`config.mk`:
```
export PLATFORM = sky130hd
export DESIGN_NAME = fuel_pulse_scheduler
export DESIGN_NICKNAME = d
export VERILOG_FILES = /design/src/inc/fuel_pulse_pkg.sv /design/src/core/fuel_pulse_scheduler.sv
export VERILOG_INCLUDE_DIRS = /design/src /design/src/inc
export SDC_FILE = /design/constraint.sdc
export NUM_CORES = 2
export LEC_CHECK = 0
export ABC_CLOCK_PERIOD_IN_PS = 16210
export BUFFER_PORTS_ARGS = -buffer_cell sky130_fd_sc_hd__buf_2
export CAP_MARGIN = 20
export CORE_AREA = 5 5 434 607
export DETAILED_ROUTE_END_ITERATION = 6
export DIE_AREA = 0 0 439 612
export GPL_TIMING_DRIVEN = 0
export PLACE_DENSITY = 0.76
export SETUP_SLACK_MARGIN = 0.15
export SYNTH_ARGS = -nofsm -noshare
export SYNTH_HDL_FRONTEND = slang
export SYNTH_SLANG_ARGS = --single-unit
```
`constraint.sdc`:
```
create_clock -name mclk_i -period 16.21 [get_ports mclk_i]
set_input_delay 1.621 -clock mclk_i [delete_from_list [all_inputs] [get_ports mclk_i]]
set_output_delay 1.621 -clock mclk_i [all_outputs]
set_load 0.005 [all_outputs]
```
`src/inc/fuel_pulse_regs.svh`:
```
`ifndef FUEL_PULSE_REGS_SVH
`define FUEL_PULSE_REGS_SVH

// Timing
`define FPS_CLK_MHZ   100
`define FPS_TICK_US   64
`define FPS_RATE_US   10000

// Register byte offsets
`define FPS_A_CTRL    8'h00
`define FPS_A_THR     8'h04
`define FPS_A_ENR     8'h08
`define FPS_A_REVS    8'h0C
`define FPS_A_STAGE   8'h10
`define FPS_A_TADDR   8'h14
`define FPS_A_TDATA   8'h18
`define FPS_A_STATUS  8'h1C
`define FPS_A_ISTAT   8'h20
`define FPS_A_IMASK   8'h24

// Control fields
`define FPS_CTRL_MAP  0
`define FPS_CTRL_STG  1
`define FPS_CTRL_SAVE 2

// Interrupt bits
`define FPS_EV_TRIG   0
`define FPS_EV_END    1
`define FPS_EV_SAVE   2
`define FPS_EV_OVR    3

// Table space behind TADDR/TDATA
`define FPS_TB_SPD    9'h180
`define FPS_TB_LOAD   9'h190
`define FPS_TB_OPEN   9'h19C
`define FPS_TB_END    9'h1A9

// Reset values
`define FPS_RST_THR   8'h14
`define FPS_RST_ENR   16'h0020
`define FPS_RST_REVS  8'h28
`define FPS_RST_STAGE 16'h0FA0

`endif

```
`src/inc/fuel_pulse_pkg.sv`:
```
package fuel_pulse_pkg;

  typedef struct packed {
    logic [31:0] prdata;
    logic        map_sel;
    logic        stage_en;
    logic [7:0]  thr;
    logic [15:0] enr;
    logic [7:0]  revs;
    logic [15:0] stage_rpm;
    logic [8:0]  taddr;
    logic [3:0]  int_stat;
    logic [3:0]  int_mask;
    logic [2:0]  crank_sy;
    logic [7:0]  tps_m;
    logic [7:0]  tps_s;
    logic [15:0] rpm_m;
    logic [15:0] rpm_s;
    logic [7:0]  load_m;
    logic [7:0]  load_s;
    logic [7:0]  vsup_m;
    logic [7:0]  vsup_s;
    logic [7:0]  tps_last;
    logic [19:0] rate_cnt;
    logic [7:0]  acc_cnt;
    logic [15:0] tick_cnt;
    logic [33:0] pul;
    logic [1:0]  inj;
    logic        nv_save;
    logic [3:0]  speed_idx;
    logic [3:0]  load_idx;
    logic [8:0]  entry;
  } state_s;

endpackage : fuel_pulse_pkg

```
`src/core/fuel_pulse_scheduler.sv`:
```
// The register addresses and the APB register port were decided locally.
`timescale 1ns/1ns
`include "fuel_pulse_regs.svh"

// How it works
// Every injector pulse is a whole number of 64 us ticks.
// A map entry is a tick count; base pulse is count times tick.
// Total pulse is map ticks plus injector opening ticks.
// Each injector output fires once per crank revolution; the secondary skips it when staged below staging speed.
// Two fuel maps; software switches the active one at any time.
// Speed, load and entry indices come from sites and read live.
// Enrichment triggers when throttle rise per window exceeds threshold.
// Active enrichment adds programmed extra ticks to every pulse.
// Enrichment lasts programmed revolutions, then idles until retriggered.
// Status bit shows accelerating while enrichment runs, else constant speed.
// Non-volatile save is requested only on explicit save command.
// Staging: primary always fires, secondary only at or above staging speed.
// Opening time comes from a table indexed by supply voltage.
// With staging, secondary pulse stays zero below activation speed.
// Pulse counter counts ticks down, output held until zero.
module fuel_pulse_scheduler #(
  parameter int TICK_CYC = `FPS_TICK_US * `FPS_CLK_MHZ,
  parameter int RATE_CYC = `FPS_RATE_US * `FPS_CLK_MHZ
) (
  input  wire logic        mclk_i,
  input  wire logic        rst_i,
  input  wire logic        psel_i,
  input  wire logic        penable_i,
  input  wire logic        pwrite_i,
  input  wire logic [7:0]  paddr_i,
  input  wire logic [31:0] pwdata_i,
  output logic      [31:0] prdata_o,
  output logic             pready_o,
  output logic             pslverr_o,
  input  wire logic        crank_i,
  input  wire logic [15:0] rpm_i,
  input  wire logic [7:0]  load_i,
  input  wire logic [7:0]  tps_i,
  input  wire logic [7:0]  vsup_i,
  output logic      [1:0]  inj_o,
  output logic             accel_o,
  output logic             nv_save_o,
  output logic             irq_o
);

  // Reload values must fit the 16 and 20 bit counters
  if (TICK_CYC < 2 || TICK_CYC > 65536) begin : g_tick_chk
    $error("TICK_CYC out of range");
  end
  if (RATE_CYC < 2 || RATE_CYC > 1048576) begin : g_rate_chk
    $error("RATE_CYC out of range");
  end

  localparam logic [15:0] TICK_LD = 16'(TICK_CYC - 1);
  localparam logic [19:0] RATE_LD = 20'(RATE_CYC - 1);

  fuel_pulse_pkg::state_s s_q;
  fuel_pulse_pkg::state_s s_d;

  // Tables: two maps of 12 load x 16 speed, then sites and opening times
  logic [7:0]  map_mem  [0:383];
  logic [15:0] spd_site [0:15];
  logic [7:0]  load_site[0:11];
  logic [7:0]  open_mem [0:12];

  logic        wr_acc;
  logic        rd_acc;
  logic        tab_we;
  logic        rev;
  logic        tick;
  logic        active;
  logic        trig;
  logic [3:0]  sp_idx;
  logic [3:0]  ld_idx;
  logic [3:0]  v_idx;
  logic [8:0]  maddr;
  logic [16:0] total;
  logic [3:0]  ev;
  logic [7:0]  vdiff;

  function automatic logic mapped(input logic [7:0] a);
    mapped = (a[1:0] == 2'h0) && (a <= `FPS_A_IMASK);
  endfunction : mapped

  assign wr_acc    = psel_i & penable_i & pwrite_i;
  assign rd_acc    = psel_i & penable_i & ~pwrite_i;
  assign tab_we    = wr_acc && (paddr_i == `FPS_A_TDATA) && (s_q.taddr < `FPS_TB_END);
  assign pready_o  = 1'b1;
  assign pslverr_o = psel_i & penable_i & ~mapped(paddr_i);
  assign prdata_o  = s_q.prdata;
  assign inj_o     = s_q.inj;
  assign nv_save_o = s_q.nv_save;
  assign active    = s_q.acc_cnt != 8'h00;
  assign accel_o   = active;
  assign irq_o     = |(s_q.int_stat & s_q.int_mask);

  // Crank edge read only from the second and third stages
  assign rev  = s_q.crank_sy[1] & ~s_q.crank_sy[2];
  assign tick = s_q.tick_cnt == 16'h0000;

  // Site search on synchronised inputs
  always_comb begin
    sp_idx = 4'h0;
    ld_idx = 4'h0;
    for (int i = 1; i < 16; i++) begin
      if (s_q.rpm_s >= spd_site[i]) sp_idx = 4'(i);
    end
    for (int i = 1; i < 12; i++) begin
      if (s_q.load_s >= load_site[i]) ld_idx = 4'(i);
    end
  end

  // Supply clamped to the 5 V .. 17 V table span
  assign vdiff = s_q.vsup_s - 8'h05;
  assign v_idx = (s_q.vsup_s < 8'h05) ? 4'h0 : (vdiff > 8'h0C) ? 4'hC : vdiff[3:0];

  assign maddr = (s_q.map_sel ? 9'h0C0 : 9'h000) + {1'b0, s_q.load_idx, s_q.speed_idx};
  assign total = 17'(map_mem[maddr]) + 17'(open_mem[v_idx])
               + (active ? 17'(s_q.enr) : 17'h0_0000);

  assign trig = (s_q.rate_cnt == 20'h0_0000) && (s_q.tps_s > s_q.tps_last)
              && ((s_q.tps_s - s_q.tps_last) > s_q.thr);

  // Table writes kept apart so the arrays stay memories
  always_ff @(posedge mclk_i) begin
    if (tab_we) begin
      if (s_q.taddr < `FPS_TB_SPD) begin
        map_mem[s_q.taddr] <= pwdata_i[7:0];
      end else if (s_q.taddr < `FPS_TB_LOAD) begin
        spd_site[4'(s_q.taddr - `FPS_TB_SPD)] <= pwdata_i[15:0];
      end else if (s_q.taddr < `FPS_TB_OPEN) begin
        load_site[4'(s_q.taddr - `FPS_TB_LOAD)] <= pwdata_i[7:0];
      end else begin
        open_mem[4'(s_q.taddr - `FPS_TB_OPEN)] <= pwdata_i[7:0];
      end
    end
  end

  always_comb begin
    s_d         = s_q;
    s_d.nv_save = 1'b0;
    ev          = 4'h0;

    s_d.crank_sy = {s_q.crank_sy[1:0], crank_i};
    s_d.tps_m    = tps_i;
    s_d.tps_s    = s_q.tps_m;
    s_d.rpm_m    = rpm_i;
    s_d.rpm_s    = s_q.rpm_m;
    s_d.load_m   = load_i;
    s_d.load_s   = s_q.load_m;
    s_d.vsup_m   = vsup_i;
    s_d.vsup_s   = s_q.vsup_m;

    s_d.speed_idx = sp_idx;
    s_d.load_idx  = ld_idx;
    s_d.entry     = maddr;

    // Register writes
    if (wr_acc) begin
      unique case (paddr_i)
        `FPS_A_CTRL: begin
          s_d.map_sel  = pwdata_i[`FPS_CTRL_MAP];
          s_d.stage_en = pwdata_i[`FPS_CTRL_STG];
          s_d.nv_save  = pwdata_i[`FPS_CTRL_SAVE];
          if (pwdata_i[`FPS_CTRL_SAVE]) ev[`FPS_EV_SAVE] = 1'b1;
        end
        `FPS_A_THR:   s_d.thr       = pwdata_i[7:0];
        `FPS_A_ENR:   s_d.enr       = pwdata_i[15:0];
        `FPS_A_REVS:  s_d.revs      = pwdata_i[7:0];
        `FPS_A_STAGE: s_d.stage_rpm = pwdata_i[15:0];
        `FPS_A_TADDR: s_d.taddr     = pwdata_i[8:0];
        `FPS_A_TDATA: if (tab_we) s_d.taddr = s_q.taddr + 9'h001;
        `FPS_A_IMASK: s_d.int_mask  = pwdata_i[3:0];
        default: ;
      endcase
    end

    // Read data prepared in the setup cycle
    if (psel_i && !penable_i && !pwrite_i) begin
      unique case (paddr_i)
        `FPS_A_CTRL:   s_d.prdata = {30'h0, s_q.stage_en, s_q.map_sel};
        `FPS_A_THR:    s_d.prdata = {24'h00_0000, s_q.thr};
        `FPS_A_ENR:    s_d.prdata = {16'h0000, s_q.enr};
        `FPS_A_REVS:   s_d.prdata = {24'h00_0000, s_q.revs};
        `FPS_A_STAGE:  s_d.prdata = {16'h0000, s_q.stage_rpm};
        `FPS_A_TADDR:  s_d.prdata = {23'h0, s_q.taddr};
        `FPS_A_STATUS: s_d.prdata = {3'h0, s_q.acc_cnt, s_q.entry, s_q.load_idx, s_q.speed_idx,
                                     1'h0, s_q.inj, active};
        `FPS_A_ISTAT:  s_d.prdata = {28'h000_0000, s_q.int_stat};
        `FPS_A_IMASK:  s_d.prdata = {28'h000_0000, s_q.int_mask};
        default:       s_d.prdata = 32'h0000_0000;
      endcase
    end

    // Throttle rate window
    if (s_q.rate_cnt == 20'h0_0000) begin
      s_d.rate_cnt = RATE_LD;
      s_d.tps_last = s_q.tps_s;
    end else begin
      s_d.rate_cnt = s_q.rate_cnt - 20'h0_0001;
    end

    // Enrichment: sampled at the revolution before the count steps
    if (trig) begin
      s_d.acc_cnt       = s_q.revs;
      ev[`FPS_EV_TRIG]  = 1'b1;
    end else if (rev && active) begin
      s_d.acc_cnt = s_q.acc_cnt - 8'h01;
      if (s_q.acc_cnt == 8'h01) ev[`FPS_EV_END] = 1'b1;
    end

    // Pulse timing; tick restarts on each revolution so lengths stay whole ticks
    if (rev) begin
      s_d.tick_cnt = TICK_LD;
      if (s_q.pul != 34'h0_0000_0000) ev[`FPS_EV_OVR] = 1'b1;
      s_d.pul[16:0] = total;
      if (s_q.stage_en && (s_q.rpm_s < s_q.stage_rpm)) begin
        s_d.pul[33:17] = 17'h0_0000;
      end else begin
        s_d.pul[33:17] = total;
      end
    end else begin
      s_d.tick_cnt = tick ? TICK_LD : s_q.tick_cnt - 16'h0001;
      for (int c = 0; c < 2; c++) begin
        if (tick && s_q.pul[c*17 +: 17] != 17'h0_0000) begin
          s_d.pul[c*17 +: 17] = s_q.pul[c*17 +: 17] - 17'h0_0001;
        end
      end
    end
    for (int c = 0; c < 2; c++) begin
      s_d.inj[c] = s_d.pul[c*17 +: 17] != 17'h0_0000;
    end

    // Clear only bits captured at setup; events since then survive
    s_d.int_stat = (s_q.int_stat & ~((rd_acc && paddr_i == `FPS_A_ISTAT) ? s_q.prdata[3:0] : 4'h0)) | ev;
  end

  always_ff @(posedge mclk_i) begin
    if (rst_i) begin
      s_q           <= '0;
      s_q.thr       <= `FPS_RST_THR;
      s_q.enr       <= `FPS_RST_ENR;
      s_q.revs      <= `FPS_RST_REVS;
      s_q.stage_rpm <= `FPS_RST_STAGE;
      s_q.tick_cnt  <= TICK_LD;
      s_q.rate_cnt  <= RATE_LD;
    end else begin
      s_q <= s_d;
    end
  end

  property p_tick_reload;
    @(posedge mclk_i) disable iff (rst_i)
      (tick && !rev) |=> (s_q.tick_cnt == TICK_LD);
  endproperty
  a_tick_reload: assert property (p_tick_reload) else $error("tick not reloaded");

  property p_total;
    @(posedge mclk_i) disable iff (rst_i)
      rev |=> (s_q.pul[16:0] == $past(total)) && inj_o[0] == ($past(total) != 17'h0_0000);
  endproperty
  a_total: assert property (p_total) else $error("pulse load wrong");

  property p_step;
    @(posedge mclk_i) disable iff (rst_i)
      (tick && !rev && s_q.pul[16:0] != 17'h0_0000) |=> (s_q.pul[16:0] == $past(s_q.pul[16:0]) - 17'h0_0001);
  endproperty
  a_step: assert property (p_step) else $error("pulse countdown wrong");

  property p_hold;
    @(posedge mclk_i) disable iff (rst_i)
      (!rev && !tick && s_q.pul[16:0] != 17'h0_0000) |=> inj_o[0] && $stable(s_q.pul[16:0]);
  endproperty
  a_hold: assert property (p_hold) else $error("pulse dropped between ticks");

  property p_once;
    @(posedge mclk_i) disable iff (rst_i)
      $rose(inj_o[0]) |-> $past(rev);
  endproperty
  a_once: assert property (p_once) else $error("injector fired without revolution");

  property p_stage;
    @(posedge mclk_i) disable iff (rst_i)
      (rev && s_q.stage_en && s_q.rpm_s < s_q.stage_rpm) |=> !inj_o[1];
  endproperty
  a_stage: assert property (p_stage) else $error("secondary fired below staging speed");

  property p_trig;
    @(posedge mclk_i) disable iff (rst_i)
      trig |=> (s_q.acc_cnt == $past(s_q.revs)) && s_q.int_stat[`FPS_EV_TRIG];
  endproperty
  a_trig: assert property (p_trig) else $error("enrichment not armed");

  property p_end;
    @(posedge mclk_i) disable iff (rst_i)
      (rev && !trig && s_q.acc_cnt == 8'h01) |=> !accel_o && s_q.int_stat[`FPS_EV_END];
  endproperty
  a_end: assert property (p_end) else $error("enrichment did not end");

  property p_save;
    @(posedge mclk_i) disable iff (rst_i)
      nv_save_o |-> $past(wr_acc && paddr_i == `FPS_A_CTRL && pwdata_i[`FPS_CTRL_SAVE]);
  endproperty
  a_save: assert property (p_save) else $error("save without command");

  property p_sticky;
    @(posedge mclk_i) disable iff (rst_i)
      (ev != 4'h0) |=> ((s_q.int_stat & $past(ev)) == $past(ev));
  endproperty
  a_sticky: assert property (p_sticky) else $error("event lost");

  property p_clear;
    @(posedge mclk_i) disable iff (rst_i)
      (rd_acc && paddr_i == `FPS_A_ISTAT && ev == 4'h0) |=> ((s_q.int_stat & $past(s_q.prdata[3:0])) == 4'h0);
  endproperty
  a_clear: assert property (p_clear) else $error("read bits not cleared");

  property p_sec_mirror;
    @(posedge mclk_i) disable iff (rst_i)
      (rev && !(s_q.stage_en && s_q.rpm_s < s_q.stage_rpm)) |=> (s_q.pul[33:17] == $past(total));
  endproperty
  a_sec_mirror: assert property (p_sec_mirror) else $error("secondary load wrong");

  property p_vclamp;
    @(posedge mclk_i) disable iff (rst_i)
      v_idx <= 4'hC;
  endproperty
  a_vclamp: assert property (p_vclamp) else $error("opening index outside table");

  property p_acc_hold;
    @(posedge mclk_i) disable iff (rst_i)
      (!trig && !rev) |=> $stable(s_q.acc_cnt);
  endproperty
  a_acc_hold: assert property (p_acc_hold) else $error("enrichment count moved");

  property p_sync;
    @(posedge mclk_i) disable iff (rst_i)
      rev |-> ($past(crank_i, 2) && !$past(crank_i, 3));
  endproperty
  a_sync: assert property (p_sync) else $error("revolution without crank edge");

  property p_ovr;
    @(posedge mclk_i) disable iff (rst_i)
      (rev && s_q.pul != 34'h0_0000_0000) |=> s_q.int_stat[`FPS_EV_OVR];
  endproperty
  a_ovr: assert property (p_ovr) else $error("overrun not flagged");

endmodule : fuel_pulse_scheduler

```
---- After elaboration in Yosys (flattened, before gate mapping) ----
Memory sizes are Yosys's and may differ from the RTL's.
Index checks and enable logic that the tools add are counted.
cells by class
  order comparisons ....................... 36
  $add $sub $neg .......................... 14
  bitwise operators ....................... 14
  eq/ne operators ......................... 11
  reduce and logical (&&, ||, !) cells .... 38
  mux-type cells .......................... 66
operators with widths
  cell                   count
  $pmux 29 s9            1
  $ge 16x16->1           15
  $mux 4                 27
  $ge 8x8->1             11
  $reduce_bool 17->1     4
  $mux 17                3
  $lt 9x9->1 const B     4
  $mux 34                1
  $reduce_bool 34->1     1
  $sub 17x1->17 const B  2
  $eq 8x5->1 const B     4
  $mux 1                 28
  $mux 8                 3
  $logic_not 20->1       1
  $sub 20x1->20 const B  1
  $add 8x8->9            2
  $pmux 9 s2             1
  $add 9x16->17          1
  $eq 8x4->1 const B     2
  $eq 8x6->1 const B     2
  $gt 8x8->1             2
  $logic_not 16->1       1
  $lt 16x16->1           1
  $mux 16                1
  other kinds (31)       60
storage, ports and cells
  flip-flop bits (word level) ............. 288
  bits in writable memories ............... 3528
  word-level logic and storage cells ...... 213
  output and inout port bits .............. 39
  memories kept ........................... 4
  input port bits ......................... 86
memories
  name       words  bits a word  rd ports  clocked after Yosys merged registers in  write ports  line                        RTL
  map_mem    384    8            1         0                                        1            fuel_pulse_scheduler.sv:61  logic [7:0] map_mem [0:383];
  spd_site   16     16           15        0                                        1            fuel_pulse_scheduler.sv:62  logic [15:0] spd_site [0:15];
  open_mem   13     8            1         0                                        1            fuel_pulse_scheduler.sv:64  logic [7:0] open_mem [0:12];
  load_site  12     8            11        0                                        1            fuel_pulse_scheduler.sv:63  logic [7:0] load_site[0:11];

---- Depth between registers and ports, before layout ----
An unclocked memory read counts as a cell.
  depth in word-level cells ............... 17
  gate-level depth with buffers ........... 28

---- Worst setup path before layout ----
No wires, ideal clock.
  path kind ............................... register -> register
  start point ............................. register s_q[106] in the netlist's numbering
  end point ............................... register s_q, in the netlist inj_o[1]
  path buffers ............................ 5
  arrival ................................. 6.021 ns
  cell stages (with the launch flop) ...... 28
  setup slack ............................. 10.064 ns
  data required time ...................... 16.085 ns
  setup time .............................. 0.125 ns
  period minus slack after synthesis ...... 6.146 ns
  cell sequence ........................... dfxtp_1 > clkbuf_1 > clkinv_1 > clkbuf_1 > ha_1 > nor4bb_1 > o21ai_0 > a21oi_1 > a211o_1 > or2_2 > clkbuf_1 > clkbuf_1 > clkbuf_1 > a211oi_1 > a211oi_1 > a31oi_1 > fa_1 > ha_1 > fa_1 > a21oi_1 > o2111ai_1 > a21o_1 > a21oi_1 > nor3_1 > xnor2_1 > a2bb2oi_1 > nand3_1 > o41a_1
on the way
  cells in the longest elaborated chain, start to end .. 10
  elaborated cells on any way between the ends .. 11
  classes of those cells .................. add/sub: 3; order compare: 2; mux: 4; reduce/logical: 1; memory: 1
RTL lines
  element                 line                         RTL
  start: declaration      fuel_pulse_scheduler.sv:57   fuel_pulse_pkg::state_s s_q;
  $sub 8x3->8             fuel_pulse_scheduler.sv:114  assign vdiff = s_q.vsup_s - 8'h05;
  $gt 8x4->1              fuel_pulse_scheduler.sv:115  assign v_idx = (s_q.vsup_s < 8'h05) ? 4'h0 : (vdiff > 8'h0C) ? 4'hC : vdiff[3:0];
  $mux 4                  fuel_pulse_scheduler.sv:115
  $mux 4 (*)              fuel_pulse_scheduler.sv:115
  $mem_v2 13x8 (*)        --
  $add 8x8->9 (*)         fuel_pulse_scheduler.sv:118  assign total = 17'(map_mem[maddr]) + 17'(open_mem[v_idx])
  $add 9x16->17 (*)       fuel_pulse_scheduler.sv:119  + (active ? 17'(s_q.enr) : 17'h0_0000);
  $mux 17 (*)             fuel_pulse_scheduler.sv:217  if (s_q.stage_en && (s_q.rpm_s < s_q.stage_rpm)) begin
  $mux 34 (*)             fuel_pulse_scheduler.sv:213  if (rev) begin
  $reduce_bool 17->1 (*)  fuel_pulse_scheduler.sv:231  s_d.inj[c] = s_d.pul[c*17 +: 17] != 17'h0_0000;
Mark *: on every way between the ends. The rest lies on a longest branch, timed or not.
A chain may end at the register's enable or synchronous reset.

---- Final worst setup path ----
  start point ............................. register s_q[14] in the netlist's numbering
  end point ............................... register s_q, in the netlist inj_o[0]
on the way
  cells in the longest elaborated chain, start to end .. 6
RTL lines
  element             line                         RTL
  $add 8x8->9         fuel_pulse_scheduler.sv:117  assign maddr = (s_q.map_sel ? 9'h0C0 : 9'h000) + {1'b0, s_q.load_idx, s_q.speed_idx};
  $mem_v2 384x8       --
  $add 8x8->9         fuel_pulse_scheduler.sv:118
  $add 9x16->17       fuel_pulse_scheduler.sv:119
  $mux 34             fuel_pulse_scheduler.sv:213
  $reduce_bool 17->1  fuel_pulse_scheduler.sv:231
No other way between the ends.

==> metrics.cfg <==
[clock_network]
postCtsHoldBufs = 0
path_clk_slew_ns = 0.06
ctsResizeCount = 0
clock-root-buffer = clkbuf_16
cts_setup_buffers = 0
clk_latency_ns = 0.92
cts_max_level = 5
clock-sinks = 3789
cts_buffer_depth = 4
cts_buffers = 350
cts_tree = built

[die]
start_util_pct = 59.6
die_w_um = 439
die_h_um = 612
pin_count = 125
core-area_mm2 = 0.258
rows = 221
dieArea_mm2 = 0.269

[global_route]
use_met2_pct = 55.3
busiest_layer = met2
grt_overflow_total = 0
grt_pass1_vias = 86200
grt_max_degree = 167
antenna_found_initial = 28
grt_usage_pct = 33.9
grt_pass1_wl_um = 636000
grt_use_met1_pct = 38.2
met3_usage_pct = 8.42

[power]
power.density_mw_per_mm2 = 123
combPwrFrac_pct = 10.0
p_leak_uw = 0.0568
pwr-share-clk_pct = 39.6
pwr-share-seq_pct = 50.4
switching_share_pct = 23.6
power.total_uw = 21300
switchingPower_uw = 5020
vdd_ir_drop_max_mv = 0.109
internal_power_uw = 16200

[logic_synthesis]
async_flop_share_pct = 0
synthFlopType = edfxtp_1
yosysWarnings = 0
synth_cell_types = 83
synthesis.area_mm2 = 0.154
synth.avg_cell_area_um2 = 18.7
synth-edff-count = 3504
synthCells = 8213
yosysSeqAreaShare_pct = 72.3
ys_ff_latch = 3789

[route]
drt_iter0_drc = 12500
first_pass_iters = 7
wl_per_cell_um = 36.0
vias = 85300
via_per_inst = 6.77
routed_wl_um = 454000
drc = 3
ant_nets = 0

[timing]
maxSlewHeadroom_pct = -1.63
fmax_ghz = 0.102
finalCritPeriodShare_pct = 60.3
tns_ns = 0
final.min_clock_period_ns = 9.77
finClkSkew_ns = 0.0343
tightest_slew_ns = 1.49
hold_viol = 0
finalSetupViolCount = 0
slew_violations = 1
rsz0062_at_grt = false

[final_layout]
fin_area_mm2 = 0.173
stdcell_count = 12600
final_util_pct = 67.1
nNetsFinal = 9309
syn_to_final_growth_pct = 12.7
final_cell_mix = edfxtp_1, mux4_2, nor2_1
final_common_cell = edfxtp_1
drive_gt1_share_pct = 20.8
fill_cells = 16100

[placement]
gp_congestion = 0.956
dp.cells = 11900
numPortBuffers = 104
dpl_cell_area_mm2 = 0.161
post-dp-hpwl_um = 303000

[setup_path]
start_kind = flip-flop
critPathRequiredTime_ns = 17.02
setup.worst_path.end_class = flip-flop
crit_fanout = 10
cp_data_arrival_time_ns = 10.58
crit_type = flip-flop to flip-flop

[job]
cap_violations = 1

[min_path]
hold_class = flip-flop to flip-flop

[run_status]
status = finished, violations left
violations = DRC, capacitance limit, slew limit

final cells by class:
type / count / area, um^2 / area share (%)
antenna: 29 / 72.6 / 0.0419
buffer: 432 / 1870 / 1.08
clock buffer: 423 / 9170 / 5.30
clock inverter: 207 / 2370 / 1.37
inverter: 380 / 1430 / 0.824
multi-input combinational: 3614 / 39400 / 22.8
sequential: 3789 / 111000 / 64.1
tap: 3456 / 4320 / 2.50
timing repair buffer: 265 / 3480 / 2.01
routing by layer:
metal | part of all wire, % | up-vias
met5 | 0.023 | -
li1 | - | 34000
met3 | 11 | 1691
met4 | 10 | 16
met1 | 30 | 43300
met2 | 49 | 6295
sequential cells by signal (all words and copies together), names as in the netlist:
name       cells
inj_o          2
map_mem     3072
prdata_o      29
s_q          211
open_mem     104
spd_site     240
s_d           42
nv_save_o      1
load_site     88
cells by family after synthesis:
logic type	count (synthesis)	share of synthesized area (%)
xor+xnor	75	0.428
other cells	2	0.00489
flops	3789	72.3
mux	1039	14.7
simple gates	1403	4.15
buf+inv	812	2.11
compound gates	702	3.06
fa+ha+maj	391	3.24
power by group through the flow:
| stage | combinational [uW] | clock [uW] | sequential, uW |
|---|---|---|---|
| 2_1_floorplan | 1070 | 0 | 10900 |
| 3_3_place_gp | 1900 | 0 | 11000 |
| 3_5_place_dp | 2030 | 0 | 10900 |
| 4_1_cts | 2060 | 8430 | 10700 |
| 5_1_grt | 2160 | 8880 | 10700 |
| 6_report | 2120 | 8420 | 10700 |
cells in the mapped netlist, drive strengths merged, types with 10 or more instances:
cell | n | area share, %
a2111oi | 10 | 0.057
a211oi | 33 | 0.16
a21o | 72 | 0.35
a21oi | 203 | 0.66
a221oi | 25 | 0.14
a222oi | 10 | 0.065
a22o | 29 | 0.17
a22oi | 53 | 0.26
a31oi | 27 | 0.11
and2 | 16 | 0.065
and3 | 10 | 0.041
buf | 156 | 0.51
clkbuf | 276 | 0.67
dfxtp | 285 | 3.7
edfxtp | 3504 | 69
fa | 11 | 0.14
ha | 380 | 3.1
inv | 378 | 0.92
mux2i | 58 | 0.38
mux4 | 978 | 14
nand2 | 324 | 0.79
nand2b | 41 | 0.17
nand3 | 45 | 0.15
nand4 | 42 | 0.17
nor2 | 623 | 1.5
nor2b | 138 | 0.56
nor3 | 56 | 0.18
nor4 | 32 | 0.13
o211ai | 16 | 0.078
o21a | 26 | 0.13
o21ai | 101 | 0.33
o221ai | 12 | 0.068
o22ai | 10 | 0.041
or2 | 12 | 0.049
or3 | 19 | 0.077
or4 | 15 | 0.073
xnor2 | 49 | 0.28
xor2 | 26 | 0.15
through the flow:
stage               hold slack (ns)  setup slack, ns
global placement              0.375             6.04
finish                        0.387             6.44
global route                  0.401             6.44
detailed placement            0.377             6.71
floorplan                     0.366            10.06
CTS                           0.391             6.49
worst paths after layout:
check / from / end / slack (ns) / cells past startpoint
worst min-delay path: s_q[54]$_SDFF_PP1_ / s_q[54]$_SDFF_PP1_ / 0.39 / 1
worst min register to register: s_q[54]$_SDFF_PP1_ / s_q[54]$_SDFF_PP1_ / 0.39 / 1
worst max register to register: s_q[14]$_SDFF_PP0_ / inj_o[0]$_SDFF_PP0_ / 6.44 / 20
worst max-delay path: s_q[14]$_SDFF_PP0_ / inj_o[0]$_SDFF_PP0_ / 6.44 / 20
critical path, cell delays in order (launching register included):
cell and delay, ns:
dfxtp_1 0.42, clkbuf_1 0.49, clkbuf_1 0.56, clkbuf_1 0.89, clkbuf_1 0.94, mux4_2 0.45, mux4_2 0.55, a22oi_1 0.24
nand2_1 0.27, a2111oi_0 1.33, a21oi_1 0.35, fa_1 0.56, ha_1 0.37, o21ai_0 0.13, o21ai_0 0.23, a21oi_1 0.20
nor4b_1 0.89, a31oi_1 0.13, and2_1 0.20, and4_1 0.22, a41oi_1 0.20
Note: power is estimated with default switching activity, not from simulation.
